`src/pam_pkg.sv`:
```
// package of constants and types for the protection, alarm and event monitor
package pam_pkg;

	localparam int unsigned meas_w = 16;

	// register byte offsets
	localparam logic [7:0] ctrl_off = 8'h00;
	localparam logic [7:0] status_off = 8'h04;
	localparam logic [7:0] ack_off = 8'h08;
	localparam logic [7:0] vprot_thr_off = 8'h0c;
	localparam logic [7:0] iprot_thr_off = 8'h10;
	localparam logic [7:0] pprot_thr_off = 8'h14;
	localparam logic [7:0] evt_thr_base = 8'h18;
	localparam logic [7:0] evt_act_off = 8'h2c;
	localparam logic [7:0] rated_v_off = 8'h30;
	localparam logic [7:0] rated_i_off = 8'h34;
	localparam logic [7:0] rated_p_off = 8'h38;

	// control field positions
	localparam int unsigned ctrl_out_req_bit = 0;
	localparam int unsigned ctrl_sound_bit = 1;
	localparam int unsigned ctrl_temp_auto_bit = 2;
	localparam int unsigned ctrl_supply_auto_bit = 3;

	// status and acknowledge field positions (same layout)
	localparam int unsigned st_vprot_bit = 0;
	localparam int unsigned st_iprot_bit = 1;
	localparam int unsigned st_pprot_bit = 2;
	localparam int unsigned st_supply_bit = 3;
	localparam int unsigned st_temp_bit = 4;
	localparam int unsigned st_evt_lsb = 8;
	localparam int unsigned st_out_on_bit = 16;
	localparam int unsigned st_blocked_bit = 17;

	localparam int unsigned num_evt = 5;
	localparam int unsigned evt_low_v = 0;
	localparam int unsigned evt_high_v = 1;
	localparam int unsigned evt_low_i = 2;
	localparam int unsigned evt_high_i = 3;
	localparam int unsigned evt_high_p = 4;

	// rated values and reset values
	localparam logic [meas_w-1:0] rated_v_rst = 16'h8000;
	localparam logic [meas_w-1:0] rated_i_rst = 16'h8000;
	localparam logic [meas_w-1:0] rated_p_rst = 16'h8000;
	// protection default is 110 percent of rating
	localparam int unsigned prot_pct = 110;
	localparam logic [31:0] ctrl_rst = 32'h0000_0000;

	typedef enum logic [1:0] {
		pam_act_none = 2'b00,
		pam_act_signal = 2'b01,
		pam_act_warning = 2'b10,
		pam_act_alarm = 2'b11
	} pam_action_t;

	typedef enum logic [1:0] {
		pam_rd_idle = 2'b00,
		pam_rd_resp = 2'b01
	} pam_rd_state_t;

	localparam logic [1:0] axi_okay = 2'b00;
	localparam logic [1:0] axi_slverr = 2'b10;

endpackage : pam_pkg

```
`src/pam_monitor.sv`:
```
// protection, alarm and event monitor with an axi4-lite register slave
//
// The AXI4-Lite slave port and the address map are this design's own decisions.
`timescale 1ns/1ps

module pam_monitor
	import pam_pkg::*;
(
	input wire logic aclk,
	input wire logic aresetn,
	input wire logic clk_en,
	input wire logic [meas_w-1:0] meas_voltage,
	input wire logic [meas_w-1:0] meas_current,
	input wire logic [meas_w-1:0] meas_power,
	input wire logic supply_fail,
	input wire logic over_temp,
	input wire logic [31:0] s_axi_awaddr,
	input wire logic s_axi_awvalid,
	output logic s_axi_awready,
	input wire logic [31:0] s_axi_wdata,
	input wire logic [3:0] s_axi_wstrb,
	input wire logic s_axi_wvalid,
	output logic s_axi_wready,
	output logic [1:0] s_axi_bresp,
	output logic s_axi_bvalid,
	input wire logic s_axi_bready,
	input wire logic [31:0] s_axi_araddr,
	input wire logic s_axi_arvalid,
	output logic s_axi_arready,
	output logic [31:0] s_axi_rdata,
	output logic [1:0] s_axi_rresp,
	output logic s_axi_rvalid,
	input wire logic s_axi_rready,
	output logic dc_output_on,
	output logic acoustic_out,
	output logic warning_out
);

	// ************************************************************
	// state
	// ************************************************************
	typedef struct packed {
		logic aw_full;
		logic [7:0] aw_addr;
		logic w_full;
		logic [31:0] w_data;
		logic [3:0] w_strb;
		logic b_valid;
		logic [1:0] b_resp;
		pam_rd_state_t rd_state;
		logic [31:0] r_data;
		logic [1:0] r_resp;
		logic [31:0] ctrl;
		logic [meas_w-1:0] vprot_thr;
		logic [meas_w-1:0] iprot_thr;
		logic [meas_w-1:0] pprot_thr;
		logic [num_evt-1:0][meas_w-1:0] evt_thr;
		logic [num_evt-1:0][1:0] evt_act;
		logic [meas_w-1:0] rated_v;
		logic [meas_w-1:0] rated_i;
		logic [meas_w-1:0] rated_p;
		logic vprot_flag;
		logic iprot_flag;
		logic pprot_flag;
		logic supply_flag;
		logic temp_flag;
		logic [num_evt-1:0] evt_flag;
		logic [num_evt-1:0] evt_cause;
		logic out_on;
		logic resume_pending;
		logic acoustic;
		logic warning;
		// ready flags live here so the bus sees them from a flop, gated only by clk_en
		logic aw_rdy;
		logic w_rdy;
		logic ar_rdy;
	} pam_state_t;

	pam_state_t s_q;
	pam_state_t s_d;

	// ************************************************************
	// helper functions
	// ************************************************************
	// default threshold saturates rather than wrapping when the rating is near full scale

	function automatic logic [meas_w-1:0] pct_of(input logic [meas_w-1:0] rated);
		logic [meas_w+7:0] prod;
		prod = (meas_w+8)'(rated) * (meas_w+8)'(prot_pct);
		pct_of = (prod / (meas_w+8)'(100)) > (meas_w+8)'({meas_w{1'b1}}) ?
			{meas_w{1'b1}} : meas_w'(prod / (meas_w+8)'(100));
	endfunction

	function automatic logic [31:0] merge(input logic [31:0] old, input logic [31:0] nw, input logic [3:0] st);
		logic [31:0] r;
		r = old;
		for (int b = 0; b < 4; b++) begin
			if (st[b]) begin
				r[b*8 +: 8] = nw[b*8 +: 8];
			end
		end
		merge = r;
	endfunction

	// ************************************************************
	// combinational next state
	// ************************************************************
	logic vprot_cause;
	logic iprot_cause;
	logic pprot_cause;
	logic s_axi_awready_c;
	logic s_axi_wready_c;
	logic s_axi_arready_c;
	logic [num_evt-1:0] evt_hit;
	logic [num_evt-1:0] evt_trig;
	logic [num_evt-1:0] evt_alarm;
	logic [num_evt-1:0] evt_ack;
	logic [num_evt-1:0] evt_reg_hit;
	logic wr_fire;
	logic blocked;
	logic trip;
	logic [31:0] wd;
	logic [31:0] ack_bits;
	logic [31:0] status_word;

	always_comb begin
		s_d = s_q;

		// ************************************************************
		// measurement compares
		// ************************************************************
		// protection trips at the threshold itself, events only beyond it
		vprot_cause = (meas_voltage >= s_q.vprot_thr);
		iprot_cause = (meas_current >= s_q.iprot_thr);
		pprot_cause = (meas_power >= s_q.pprot_thr);
		evt_hit[evt_low_v] = (meas_voltage < s_q.evt_thr[evt_low_v]);
		evt_hit[evt_high_v] = (meas_voltage > s_q.evt_thr[evt_high_v]);
		evt_hit[evt_low_i] = (meas_current < s_q.evt_thr[evt_low_i]);
		evt_hit[evt_high_i] = (meas_current > s_q.evt_thr[evt_high_i]);
		evt_hit[evt_high_p] = (meas_power > s_q.evt_thr[evt_high_p]);
		evt_trig = '0;
		evt_alarm = '0;
		evt_ack = '0;
		evt_reg_hit = '0;
		for (int e = 0; e < num_evt; e++) begin
			// each event has its own threshold and action; none means disabled
			evt_trig[e] = s_q.out_on && evt_hit[e] && (s_q.evt_act[e] != pam_act_none);
			evt_alarm[e] = evt_trig[e] && (s_q.evt_act[e] == pam_act_alarm);
		end


		// ************************************************************
		// write channel: address and data taken in either order
		// ************************************************************
		// take only what the master saw offered, i.e. the registered ready
		s_axi_awready_c = s_q.aw_rdy;
		s_axi_wready_c = s_q.w_rdy;
		if (s_axi_awvalid && s_axi_awready_c) begin
			s_d.aw_full = 1'b1;
			s_d.aw_addr = s_axi_awaddr[7:0];
		end
		if (s_axi_wvalid && s_axi_wready_c) begin
			s_d.w_full = 1'b1;
			s_d.w_data = s_axi_wdata;
			s_d.w_strb = s_axi_wstrb;
		end
		wr_fire = s_q.aw_full && s_q.w_full && !s_q.b_valid;
		wd = s_q.w_data;
		ack_bits = '0;
		if (wr_fire) begin
			s_d.aw_full = 1'b0;
			s_d.w_full = 1'b0;
			s_d.b_valid = 1'b1;
			s_d.b_resp = axi_okay;
			// whole event configuration lives in these registers, so a profile load rewrites it all
			unique case (s_q.aw_addr)
				ctrl_off: s_d.ctrl = merge(s_q.ctrl, wd, s_q.w_strb);
				ack_off: ack_bits = wd & {32{s_q.w_strb[0] | s_q.w_strb[1]}};
				vprot_thr_off: s_d.vprot_thr = meas_w'(merge(32'(s_q.vprot_thr), wd, s_q.w_strb));
				iprot_thr_off: s_d.iprot_thr = meas_w'(merge(32'(s_q.iprot_thr), wd, s_q.w_strb));
				pprot_thr_off: s_d.pprot_thr = meas_w'(merge(32'(s_q.pprot_thr), wd, s_q.w_strb));
				evt_act_off: begin
					for (int e = 0; e < num_evt; e++) begin
						if (s_q.w_strb[(2*e)/8]) begin
							s_d.evt_act[e] = wd[2*e +: 2];
						end
					end
				end
				rated_v_off: s_d.rated_v = meas_w'(merge(32'(s_q.rated_v), wd, s_q.w_strb));
				rated_i_off: s_d.rated_i = meas_w'(merge(32'(s_q.rated_i), wd, s_q.w_strb));
				rated_p_off: s_d.rated_p = meas_w'(merge(32'(s_q.rated_p), wd, s_q.w_strb));
				status_off: s_d.b_resp = axi_okay;
				default: begin
					s_d.b_resp = axi_slverr;
					for (int e = 0; e < num_evt; e++) begin
						if (s_q.aw_addr == evt_thr_base + 8'(4*e)) begin
							evt_reg_hit[e] = 1'b1;
							s_d.evt_thr[e] = meas_w'(merge(32'(s_q.evt_thr[e]), wd, s_q.w_strb));
							s_d.b_resp = axi_okay;
						end
					end
				end
			endcase
		end
		if (s_q.b_valid && s_axi_bready) begin
			s_d.b_valid = 1'b0;
		end


		// ************************************************************
		// alarm flags: set wins over acknowledge; ack only when cause gone
		// ************************************************************
		s_d.vprot_flag = vprot_cause | (s_q.vprot_flag & ~ack_bits[st_vprot_bit]);
		s_d.iprot_flag = iprot_cause | (s_q.iprot_flag & ~ack_bits[st_iprot_bit]);
		s_d.pprot_flag = pprot_cause | (s_q.pprot_flag & ~ack_bits[st_pprot_bit]);
		s_d.supply_flag = supply_fail | (s_q.supply_flag & ~ack_bits[st_supply_bit]);
		s_d.temp_flag = over_temp | (s_q.temp_flag & ~ack_bits[st_temp_bit]);
		for (int e = 0; e < num_evt; e++) begin
			evt_ack[e] = ack_bits[st_evt_lsb + e] && !evt_hit[e];
			s_d.evt_flag[e] = evt_trig[e] | (s_q.evt_flag[e] & ~evt_ack[e]);
			// alarm-action events remember their cause so they block until acknowledged
			s_d.evt_cause[e] = evt_alarm[e] | (s_q.evt_cause[e] & ~evt_ack[e]);
		end


		// ************************************************************
		// dc output control
		// ************************************************************
		// protection and alarm-action event flags block until acknowledged
		blocked = s_q.vprot_flag | s_q.iprot_flag | s_q.pprot_flag | (|s_q.evt_cause);
		trip = vprot_cause | iprot_cause | pprot_cause | supply_fail | over_temp | (|evt_alarm);
		// a software write of the request bit cancels a pending restore, but a restore firing in the same cycle still sets the bit
		if (wr_fire && s_q.aw_addr == ctrl_off && s_q.w_strb[0]) begin
			s_d.resume_pending = 1'b0;
		end
		if (supply_fail && s_q.out_on && s_q.ctrl[ctrl_supply_auto_bit]) begin
			s_d.resume_pending = 1'b1;
		end
		if (over_temp && s_q.out_on && s_q.ctrl[ctrl_temp_auto_bit]) begin
			s_d.resume_pending = 1'b1;
		end
		if (trip) begin
			s_d.out_on = 1'b0;
		end else if (blocked) begin
			s_d.out_on = 1'b0;
		end else if (s_q.resume_pending && !s_q.ctrl[ctrl_out_req_bit]) begin
			// automatic restore of the state before the hardware alarm
			s_d.out_on = 1'b1;
			s_d.resume_pending = 1'b0;
			s_d.ctrl[ctrl_out_req_bit] = 1'b1;
		end else begin
			s_d.out_on = s_q.ctrl[ctrl_out_req_bit];
		end
		// any trip drops the software request so the output stays off until reasked or automatically restored
		if (trip) begin
			s_d.ctrl[ctrl_out_req_bit] = 1'b0;
		end


		// ************************************************************
		// indications
		// ************************************************************
		s_d.acoustic = s_q.ctrl[ctrl_sound_bit] && (s_q.vprot_flag | s_q.iprot_flag | s_q.pprot_flag
			| s_q.supply_flag | s_q.temp_flag | (|s_q.evt_cause));
		// alarm-action events sound instead; warning covers signal and warning actions only
		s_d.warning = |(s_q.evt_flag & ~s_q.evt_cause);


		// ************************************************************
		// read channel
		// ************************************************************
		status_word = '0;
		status_word[st_vprot_bit] = s_q.vprot_flag;
		status_word[st_iprot_bit] = s_q.iprot_flag;
		status_word[st_pprot_bit] = s_q.pprot_flag;
		status_word[st_supply_bit] = s_q.supply_flag;
		status_word[st_temp_bit] = s_q.temp_flag;
		status_word[st_evt_lsb +: num_evt] = s_q.evt_flag;
		status_word[st_out_on_bit] = s_q.out_on;
		status_word[st_blocked_bit] = blocked;
		s_axi_arready_c = s_q.ar_rdy;
		unique case (s_q.rd_state)
			pam_rd_idle: begin
				if (s_axi_arvalid && s_axi_arready_c) begin
					s_d.rd_state = pam_rd_resp;
					s_d.r_resp = axi_okay;
					s_d.r_data = '0;
					unique case (s_axi_araddr[7:0])
						ctrl_off: s_d.r_data = s_q.ctrl;
						status_off: s_d.r_data = status_word;
						ack_off: s_d.r_data = '0;
						vprot_thr_off: s_d.r_data = 32'(s_q.vprot_thr);
						iprot_thr_off: s_d.r_data = 32'(s_q.iprot_thr);
						pprot_thr_off: s_d.r_data = 32'(s_q.pprot_thr);
						evt_act_off: s_d.r_data = 32'(s_q.evt_act);
						rated_v_off: s_d.r_data = 32'(s_q.rated_v);
						rated_i_off: s_d.r_data = 32'(s_q.rated_i);
						rated_p_off: s_d.r_data = 32'(s_q.rated_p);
						default: begin
							s_d.r_resp = axi_slverr;
							for (int e = 0; e < num_evt; e++) begin
								if (s_axi_araddr[7:0] == evt_thr_base + 8'(4*e)) begin
									s_d.r_data = 32'(s_q.evt_thr[e]);
									s_d.r_resp = axi_okay;
								end
							end
						end
					endcase
				end
			end
			pam_rd_resp: begin
				if (s_axi_rready) begin
					s_d.rd_state = pam_rd_idle;
				end
			end
			// the two spare codes fall back to idle
			default: s_d.rd_state = pam_rd_idle;
		endcase

		// next ready follows the next free state, so ready never offers a slot that is held
		s_d.aw_rdy = !s_d.aw_full && !s_d.b_valid;
		s_d.w_rdy = !s_d.w_full && !s_d.b_valid;
		s_d.ar_rdy = (s_d.rd_state == pam_rd_idle);
	end

	// ************************************************************
	// registers
	// ************************************************************
	always_ff @(posedge aclk) begin
		if (!aresetn) begin
			s_q <= '0;
			s_q.ctrl <= ctrl_rst;
			s_q.rated_v <= rated_v_rst;
			s_q.rated_i <= rated_i_rst;
			s_q.rated_p <= rated_p_rst;
			// readys stay low in reset and rise one edge after release
			s_q.vprot_thr <= pct_of(rated_v_rst);
			s_q.iprot_thr <= pct_of(rated_i_rst);
			s_q.pprot_thr <= pct_of(rated_p_rst);
			s_q.evt_act <= '0;
			s_q.rd_state <= pam_rd_idle;
		end else if (clk_en) begin
			s_q <= s_d;
		end
	end

	// limitation: readys are gated by the enable, since a frozen edge must never complete a transfer
	assign s_axi_awready = s_q.aw_rdy & clk_en;
	assign s_axi_wready = s_q.w_rdy & clk_en;
	assign s_axi_arready = s_q.ar_rdy & clk_en;
	assign s_axi_bvalid = s_q.b_valid;
	assign s_axi_bresp = s_q.b_resp;
	assign s_axi_rvalid = (s_q.rd_state == pam_rd_resp);
	assign s_axi_rdata = s_q.r_data;
	assign s_axi_rresp = s_q.r_resp;
	assign dc_output_on = s_q.out_on;
	assign acoustic_out = s_q.acoustic;
	assign warning_out = s_q.warning;

endmodule // pam_monitor

```
`config.mk`:
```
export PLATFORM = sky130hd
export DESIGN_NAME = pam_monitor
export DESIGN_NICKNAME = d
export VERILOG_FILES = /design/src/pam_pkg.sv /design/src/pam_monitor.sv
export SDC_FILE = /design/constraint.sdc
export NUM_CORES = 1
export LEC_CHECK = 0
export BUFFER_PORTS_ARGS = -buffer_cell sky130_fd_sc_hd__buf_2
export CORE_ASPECT_RATIO = 1.1
export CORE_MARGIN = 3
export CORE_UTILIZATION = 45
export CTS_CLUSTER_SIZE = 30
export DETAILED_ROUTE_END_ITERATION = 7
export SKIP_CTS_REPAIR_TIMING = 1
export SLEW_MARGIN = 20
export SYNTH_ARGS = -nofsm -noshare
export SYNTH_HDL_FRONTEND = slang
export SYNTH_SLANG_ARGS = --single-unit
```
`constraint.sdc`:
```
create_clock -name aclk -period 6.1 [get_ports aclk]
set_clock_uncertainty 0.1 [all_clocks]
set_input_delay 0.305 -clock aclk [delete_from_list [all_inputs] [get_ports aclk]]
set_output_delay 0.305 -clock aclk [all_outputs]
set_load 0.02 [all_outputs]
```
==> PnR_summary.wiki, run 1 <==
{| class="wikitable"
! Metric !! Value
|-
| Final hold slack || -19.2 ps
|-
| Largest net degree at the start of global routing || 206
|-
| Hold path start || s_axi_awaddr[4]
|-
| Non-filler cells, final || 2582
|-
| Library cells used by synthesis || 63
|-
| Most frequent cells in the layout || sky130_fd_sc_hd__dfxtp_1 (323), sky130_fd_sc_hd__nand2_1 (230), sky130_fd_sc_hd__nor2b_1 (172)
|-
| Number of antenna violations at the first check in global routing || 2
|-
| Ratio of cells with drive above 1 in the final layout || 0.123
|-
| Main synth FF type || sky130_fd_sc_hd__dfxtp_1
|-
| Critical path buffer and inverter count || 1
|-
| Max-slew violations || 0
|-
| DIE AREA || 40600 um^2
|-
| Required @ worst endpoint || 6400 ps
|-
| Status || complete, but fails checks
|-
| First-pass iteration count of the detailed router || 5
|-
| Sequential area share after synthesis || 0.376
|-
| Total congestion overflow after global routing || 0
|-
| Signal arrival time at the worst endpoint || 3560 ps
|-
| Number of cells on the worst reg-to-reg path || 10
|-
| Leading cell type in the layout, fill and taps excluded || sky130_fd_sc_hd__dfxtp_1
|-
| Largest cells by area after synthesis || sky130_fd_sc_hd__dfxtp_1 (38%), sky130_fd_sc_hd__mux2i_1 (9.7%), sky130_fd_sc_hd__ha_1 (9.2%), sky130_fd_sc_hd__nor2b_1 (6.3%), sky130_fd_sc_hd__nand2_1 (5.0%)
|-
| CTS tree || done
|-
| Met2 demand-to-capacity share in global routing || 0.423
|-
| Time the final worst path needs with I/O delays and setup || 3260 ps
|-
| Slowest-stage cell, CP || sky130_fd_sc_hd__nor4_1
|-
| Worst-path cell chain || inv_1, ha_1, nand4_1, nor4_1, nand4_1, o31ai_2, o21ai_2, nor4_4, and4_1, o22ai_1
|-
| CTS root buf || sky130_fd_sc_hd__clkbuf_16
|-
| Setup slack at placement || 2750 ps
|-
| Worst hold endpoint || s_q[320]
|-
| Number of global-route vias before repair || 14100
|-
| Sink Count || 323
|-
| Routed length per placed instance || 21.8 um
|-
| Share of the cycle needed by the critical path after routing || 0.535
|-
| Final Hold Vio Count || 1
|-
| Global routing met3 resource utilization || 0.0639
|-
| Type of the tightest min-delay check || in2reg
|-
| Area share of the largest cell type after synthesis || 0.376
|-
| Total number of nets in the final design || 2346
|-
| Reg power frac || 0.466
|-
| Clk network pwr share || 0.459
|-
| Max_slew headroom || 0.201
|-
| Synth Area per Inst || 8.76 um^2
|-
| Combinational power share || 0.075
|-
| Chip height || 211 um
|-
| Final number of setup-violating endpoints || 0
|-
| Num CTS Buffers || 36
|-
| Count of nets left with antenna violations after detail routing || 0
|-
| Diodes inserted || 0
|-
| Max FO, Critical Path || 4
|-
| Via count || 14800
|-
| Final GP Congestion || 0.934
|-
| Initial standard-cell utilization of the core || 0.460
|-
| DR DRC count || 0
|-
| Asr flop ratio synth || 0
|-
| Worst vdd rail ir drop || 259 uV
|-
| Kind of capture point of the worst setup path || flop
|-
| Via density per instance || 5.73
|-
| Kind of cell adding the most delay to the critical path || simple AND/OR/NAND/NOR gates
|-
| Library cell with the largest summed area after synthesis || sky130_fd_sc_hd__dfxtp_1
|-
| Switching power || 1110 uW
|-
| Area growth, synth to finish || 13.9%
|-
| Register clock-pin slew on the reported worst setup and hold paths || 60 ps
|-
| Violations in the final reports || negative hold slack
|-
| Number of enable-type register cells in the synthesized netlist || 0
|-
| Total power density per cell area || 236 nW/um^2
|-
| Element type at the critical path start || flop
|-
| GRT Total Usage || 0.269
|-
| Initial DRC Count || 1324
|-
| Measured slew at the worst slew-check pin || 1200 ps
|-
| Netlist Area Pre-Place || 17200 um^2
|-
| Met1 usage in global routing || 0.361
|-
| Die width || 192 um
|-
| Final total negative setup slack || 0 ps
|-
| Wire length of the first global-routing pass || 83700 um
|-
| Setup repair after global routing missed its margin || false
|-
| Smallest setup slack after layout || 2840 ps
|-
| Biggest cell delay along the critical path || 620 ps
|-
| Startpoint of the worst-slack reg-to-reg timing path || s_q[111]
|-
| Number of standard-cell rows in the floorplan || 74
|-
| Buffer levels on the longest clock path || 3
|-
| Clock latency on the worst-skew pair || 530 ps
|-
| Placed Cells incl. Taps || 2475
|-
| Reg-to-reg setup timing slack || 2840 ps
|-
| Layer with the highest usage after global routing || met2
|-
| Cells after synthesis || 1963
|-
| Post-synthesis register bit count || 323
|-
| Final Cell Area || 19600 um^2
|-
| Critical path class || reg2reg
|-
| Cell-internal power || 3520 uW
|-
| Switching power share of the total || 0.240
|-
| Fillers || 3529
|-
| Post-layout power || 4630 uW
|-
| Max-Cap Viols || 0
|-
| CP most frequent cell || sky130_fd_sc_hd__nand4_1
|-
| H-Tree Depth || 2
|-
| Core outline area || 37400 um^2
|-
| Worst flop-to-flop path endpoint || s_q[5]
|-
| HPWL after detailed placement || 39300 um
|-
| Placement Cell Area || 18000 um^2
|-
| Static leakage power || 0.00777 uW
|-
| Post-Route WL || 56200 um
|-
| Peak Freq || 0.307 GHz
|-
| Count of input and output buffers || 151
|-
| Hold Crit Depth || 3
|-
| Yosys warnings || 0
|-
| Number of primary I/O pins || 202
|}
-- synth_stat cells (all sizes together) (3+ instances only) --
cell,count
o22ai,3
nand4,28
o211ai,11
and4,3
nor2,57
nand3b,7
or4,4
and3,20
a21o,11
o21a,4
a21oi,59
a221oi,6
nand3,122
a21boi,110
a31oi,7
a22o,7
clkbuf,82
inv,134
o31ai,5
o21ai,27
a211o,3
a222oi,17
and2,13
a211oi,5
nor2b,172
buf,66
nor4,11
nor3,14
ha,126
a22oi,77
mux2i,167
o221a,7
dfxtp,323
nand2,230
nand2b,3
nor3b,3
-- final cells by class --
cell class / instances / area, um^2 / share of cell area
Inverter: 134 / 503 / 0.0257
Multi-Input combinational cell: 1359 / 9550 / 0.488
Clock buffer: 53 / 1060 / 0.0539
Sequential cell: 323 / 6470 / 0.330
Clock inverter: 11 / 80.1 / 0.00409
Timing Repair Buffer: 208 / 1310 / 0.0669
Tap cell: 494 / 618 / 0.0316
-- sequential cells by signal, summed over array words and instances, names as in the netlist --
signal           cells
s_axi_rdata         32
s_q                250
s_axi_wready_c       1
acoustic_out         1
s_axi_bvalid         1
s_axi_bresp          1
s_axi_rresp          1
s_axi_awready_c      1
warning_out          1
dc_output_on         1
wd                  32
s_axi_arready_c      1
-- metal layers --
metal / vias to the layer above / wire length [um]
met5: - / 25
met4: 4 / 1920
met3: 104 / 4800
met2: 540 / 25200
met1: 7102 / 24300
li1: 7047 / -
-- worst register-to-register path, delay by kind of cell (launching register included) --
kind / cells / cell delay [ps]
flops: 1 / 420
buf+inv: 1 / 80
compound gates: 3 / 490
fa+ha+maj: 1 / 300
simple gates: 5 / 1740
-- power groups by stage --
stage	clock network (uW)	registers (uW)	logic [uW]
floorplan	0	2180	204
detailed placement	0	2200	322
CTS	2160	2160	323
global placement	0	2200	315
global route	2240	2160	377
finish	2120	2160	346
-- cells by family after synthesis --
kind of cell             count (synthesis)  share of synthesized area
buffers and inverters                  282                     0.0720
other                                    1                   0.000218
AO/OA/AOI/OAI                          373                      0.158
multiplexers                           167                     0.0972
adder cells (fa/ha/maj)                126                     0.0917
AND/OR/NAND/NOR                        691                      0.205
flip-flops                             323                      0.376
-- through the flow --
step	utilization	hold WS [ps]
6_report	0.524	-19.2
5_1_grt	0.524	5.10
4_1_cts	0.512	-95.5
3_5_place_dp	0.482	345
3_3_place_gp	0.482	341
2_1_floorplan	-	331
-- worst max path at each step --
| stage | from | end | slack, ps | depth (start not counted) |
|---|---|---|---|---|
| 6_report | s_q[111] | s_q[5] | 2840 | 10 |
| 5_1_grt | s_q[324] | s_q[134] | 2630 | 8 |
| 4_1_cts | s_q[111] | s_q[5] | 2820 | 10 |
| 3_5_place_dp | clk_en | s_q[140] | 2750 | 8 |
| 3_3_place_gp | clk_en | s_q[142] | 2780 | 8 |
| 2_1_floorplan | s_q[151] | s_q[5] | 3610 | 10 |
Power figures use the tool's default switching activity.
==> inputs of run 2 (changes only) <==
clock period = 3.2 ns   (was 6.1 ns; I/O delays follow)
==> PnR_summary.wiki, run 2 (synthesis gave the netlist of run 1 again) <==
{| class="wikitable"
! Metric !! Value
|-
| Worst hold endpoint || s_axi_rresp[1]
|-
| Number of primary I/O pins || 202 (unchanged)
|-
| Core outline area || 37400 um^2 (unchanged)
|-
| Post-Route WL || 57100 um (+1.7%)
|-
| GRT Total Usage || 0.273 (+0.00391)
|-
| Final total negative setup slack || 0 ps (unchanged)
|-
| Final Cell Area || 20100 um^2 (+2.8%)
|-
| Type of the tightest min-delay check || in2reg
|-
| Combinational power share || 0.072 (-0.003)
|-
| Slowest-stage cell, CP || sky130_fd_sc_hd__o31ai_2
|-
| Sequential cell area || 6470 um^2 (unchanged)
|-
| Switching power || 2190 uW (+97%)
|-
| Via count || 14900 (+0.50%)
|-
| Element type at the critical path start || flop
|-
| Wire length of the first global-routing pass || 84400 um (+0.86%)
|-
| Max_slew headroom || 0.254 (+0.0522)
|-
| Time the final worst path needs with I/O delays and setup || 3080 ps (-185 ps)
|-
| Most frequent cells in the layout || sky130_fd_sc_hd__dfxtp_1 (323), sky130_fd_sc_hd__nand2_1 (230), sky130_fd_sc_hd__nor2b_1 (172)
|-
| Sink Count || 323 (unchanged)
|-
| Number of global-route vias before repair || 14000 (-0.67%)
|-
| Clk network pwr share || 0.496 (+0.037)
|-
| Hold Crit Depth || 5 (+2)
|-
| Ratio of cells with drive above 1 in the final layout || 0.135 (+0.0120)
|-
| Buffer levels on the longest clock path || 3 (unchanged)
|-
| Fillers || 3540 (+0.31%)
|-
| Area growth, synth to finish || 17.0%
|-
| Hold path start || s_axi_araddr[6]
|-
| Switching power share of the total || 0.230 (-0.0102)
|-
| Critical path class || reg2reg
|-
| Startpoint of the worst-slack reg-to-reg timing path || s_q[97]
|-
| Final GP Congestion || 0.951 (+1.8%)
|-
| Signal arrival time at the worst endpoint || 3380 ps (-180 ps)
|-
| HPWL after detailed placement || 40300 um (+2.8%)
|-
| Chip height || 211 um (unchanged)
|-
| Peak Freq || 0.325 GHz (+6.0%)
|-
| Initial standard-cell utilization of the core || 0.460 (unchanged)
|-
| CTS root buf || sky130_fd_sc_hd__clkbuf_16
|-
| Reg with most FFs || s_q
|-
| Area of the multi-input gates || 9520 um^2 (-0.29%)
|-
| Worst-path cell chain || inv_1, ha_1, nor2b_1, o21ai_0, a21boi_0, buf_4, o31ai_2, o21ai_2, nor4_4, and4_1, o22ai_1
|-
| Kind of capture point of the worst setup path || flop
|-
| Count of nets left with antenna violations after detail routing || 0 (unchanged)
|-
| Final Hold Vio Count || 0 (-1)
|-
| Setup repair after global routing missed its margin || false
|-
| Final number of setup-violating endpoints || 0 (unchanged)
|-
| Static leakage power || 0.00809 uW (+4.1%)
|-
| Number of standard-cell rows in the floorplan || 74 (unchanged)
|-
| Reg power frac || 0.432 (-0.034)
|-
| Via density per instance || 5.66 (-1.2%)
|-
| Required @ worst endpoint || 3500 ps (-2900 ps)
|-
| Total congestion overflow after global routing || 0 (unchanged)
|-
| H-Tree Depth || 2 (unchanged)
|-
| Die width || 192 um (unchanged)
|-
| Placement Cell Area || 18300 um^2 (+1.3%)
|-
| Total power density per cell area || 473 nW/um^2 (+100%)
|-
| Num CTS Buffers || 37 (+2.8%)
|-
| Measured slew at the worst slew-check pin || 1120 ps (-78.4 ps)
|-
| First-pass iteration count of the detailed router || 6 (+1)
|-
| Initial DRC Count || 1217 (-8.1%)
|-
| Reg-to-reg setup timing slack || 120 ps (-2720 ps)
|-
| Largest register FFs || 250 (unchanged)
|-
| Worst flop-to-flop path endpoint || s_q[5]
|-
| Leading cell type in the layout, fill and taps excluded || sky130_fd_sc_hd__dfxtp_1
|-
| Total number of nets in the final design || 2388 (+1.8%)
|-
| Cell-internal power || 7330 uW (+110%)
|-
| Routed length per placed instance || 21.8 um (about the same)
|-
| Count of input and output buffers || 151 (unchanged)
|-
| CTS tree || done
|-
| Diodes inserted || 0 (unchanged)
|-
| Biggest cell delay along the critical path || 620 ps (about the same)
|-
| Worst vdd rail ir drop || 389 uV (+50%)
|-
| DIE AREA || 40600 um^2 (unchanged)
|-
| Share of the cycle needed by the critical path after routing || 0.962 (+0.427)
|-
| Max-Cap Viols || 0 (unchanged)
|-
| Number of cells on the worst reg-to-reg path || 11 (+1)
|-
| DR DRC count || 0 (unchanged)
|-
| Max FO, Critical Path || 4 (unchanged)
|-
| Status || complete, no violations
|-
| Number of antenna violations at the first check in global routing || 1 (-1)
|-
| Clock latency on the worst-skew pair || 530 ps (about the same)
|-
| Max-slew violations || 0 (unchanged)
|-
| Largest net degree at the start of global routing || 79 (-62%)
|-
| Register clock-pin slew on the reported worst setup and hold paths || 60 ps (about the same)
|}
==> run 2: final cells by class <==
type / instances / area share
Multi-Input combinational cell: 1359 / 0.473
Timing Repair Buffer: 249 / 0.0820
Clock buffer: 50 / 0.0545
Inverter: 134 / 0.0250
Sequential cell: 323 / 0.321
Clock inverter: 17 / 0.0133
Tap cell: 494 / 0.0307
==> run 2: power by group through the flow <==
| stage | clock, uW | sequential [uW] | combinational (uW) |
|---|---|---|---|
| final | 4720 | 4110 | 684 |
| after global routing | 4970 | 4110 | 744 |
| after CTS | 4790 | 4110 | 634 |
| after detailed placement | 0 | 4200 | 631 |
| after global placement | 0 | 4190 | 618 |
| after floorplan | 0 | 4160 | 388 |
==> run 2: routing by layer <==
| metal | wire length [um] | GRT usage | part of all wire |
|---|---|---|---|
| met5 | 0 | 0 | 0 |
| met4 | 1520 | 0.0817 | 0.027 |
| met3 | 4830 | 0.0634 | 0.084 |
| met2 | 25800 | 0.431 | 0.45 |
| met1 | 25000 | 0.373 | 0.44 |
==> run 2: critical path, delay by kind of cell, from the launching register on <==
kind,cells,cell delay (ps)
AOI/OAI and AO/OA,5,1260
and+or+nand+nor,3,710
DFF,1,350
adders and majority gates,1,320
buffers and inverters,2,210
==> run 2: worst max path at each step <==
| stage | from | endpoint | slack [ps] |
|---|---|---|---|
| 3_3_place_gp | s_q[97] | s_q[5] | 210 |
| 5_1_grt | s_q[97] | s_q[5] | 40 |
| 6_report | s_q[97] | s_q[5] | 120 |
| 3_5_place_dp | s_q[97] | s_q[5] | 200 |
| 4_1_cts | s_q[97] | s_q[5] | 200 |
| 2_1_floorplan | s_q[151] | s_q[5] | 710 |
==> run 2: metrics by stage <==
step / worst slack (ps) / utilization / hold WS (ps) / power (uW) / instances
after floorplan: 708 / - / 205 / 4550 / 1964
after global routing: 41.4 / 0.538 / 19.4 / 9820 / 2626
final: 123 / 0.538 / 3.78 / 9510 / 2626
after global placement: 211 / 0.488 / 310 / 4810 / 2508
after CTS: 199 / 0.524 / -243 / 9530 / 2575
after detailed placement: 204 / 0.488 / 318 / 4830 / 2508
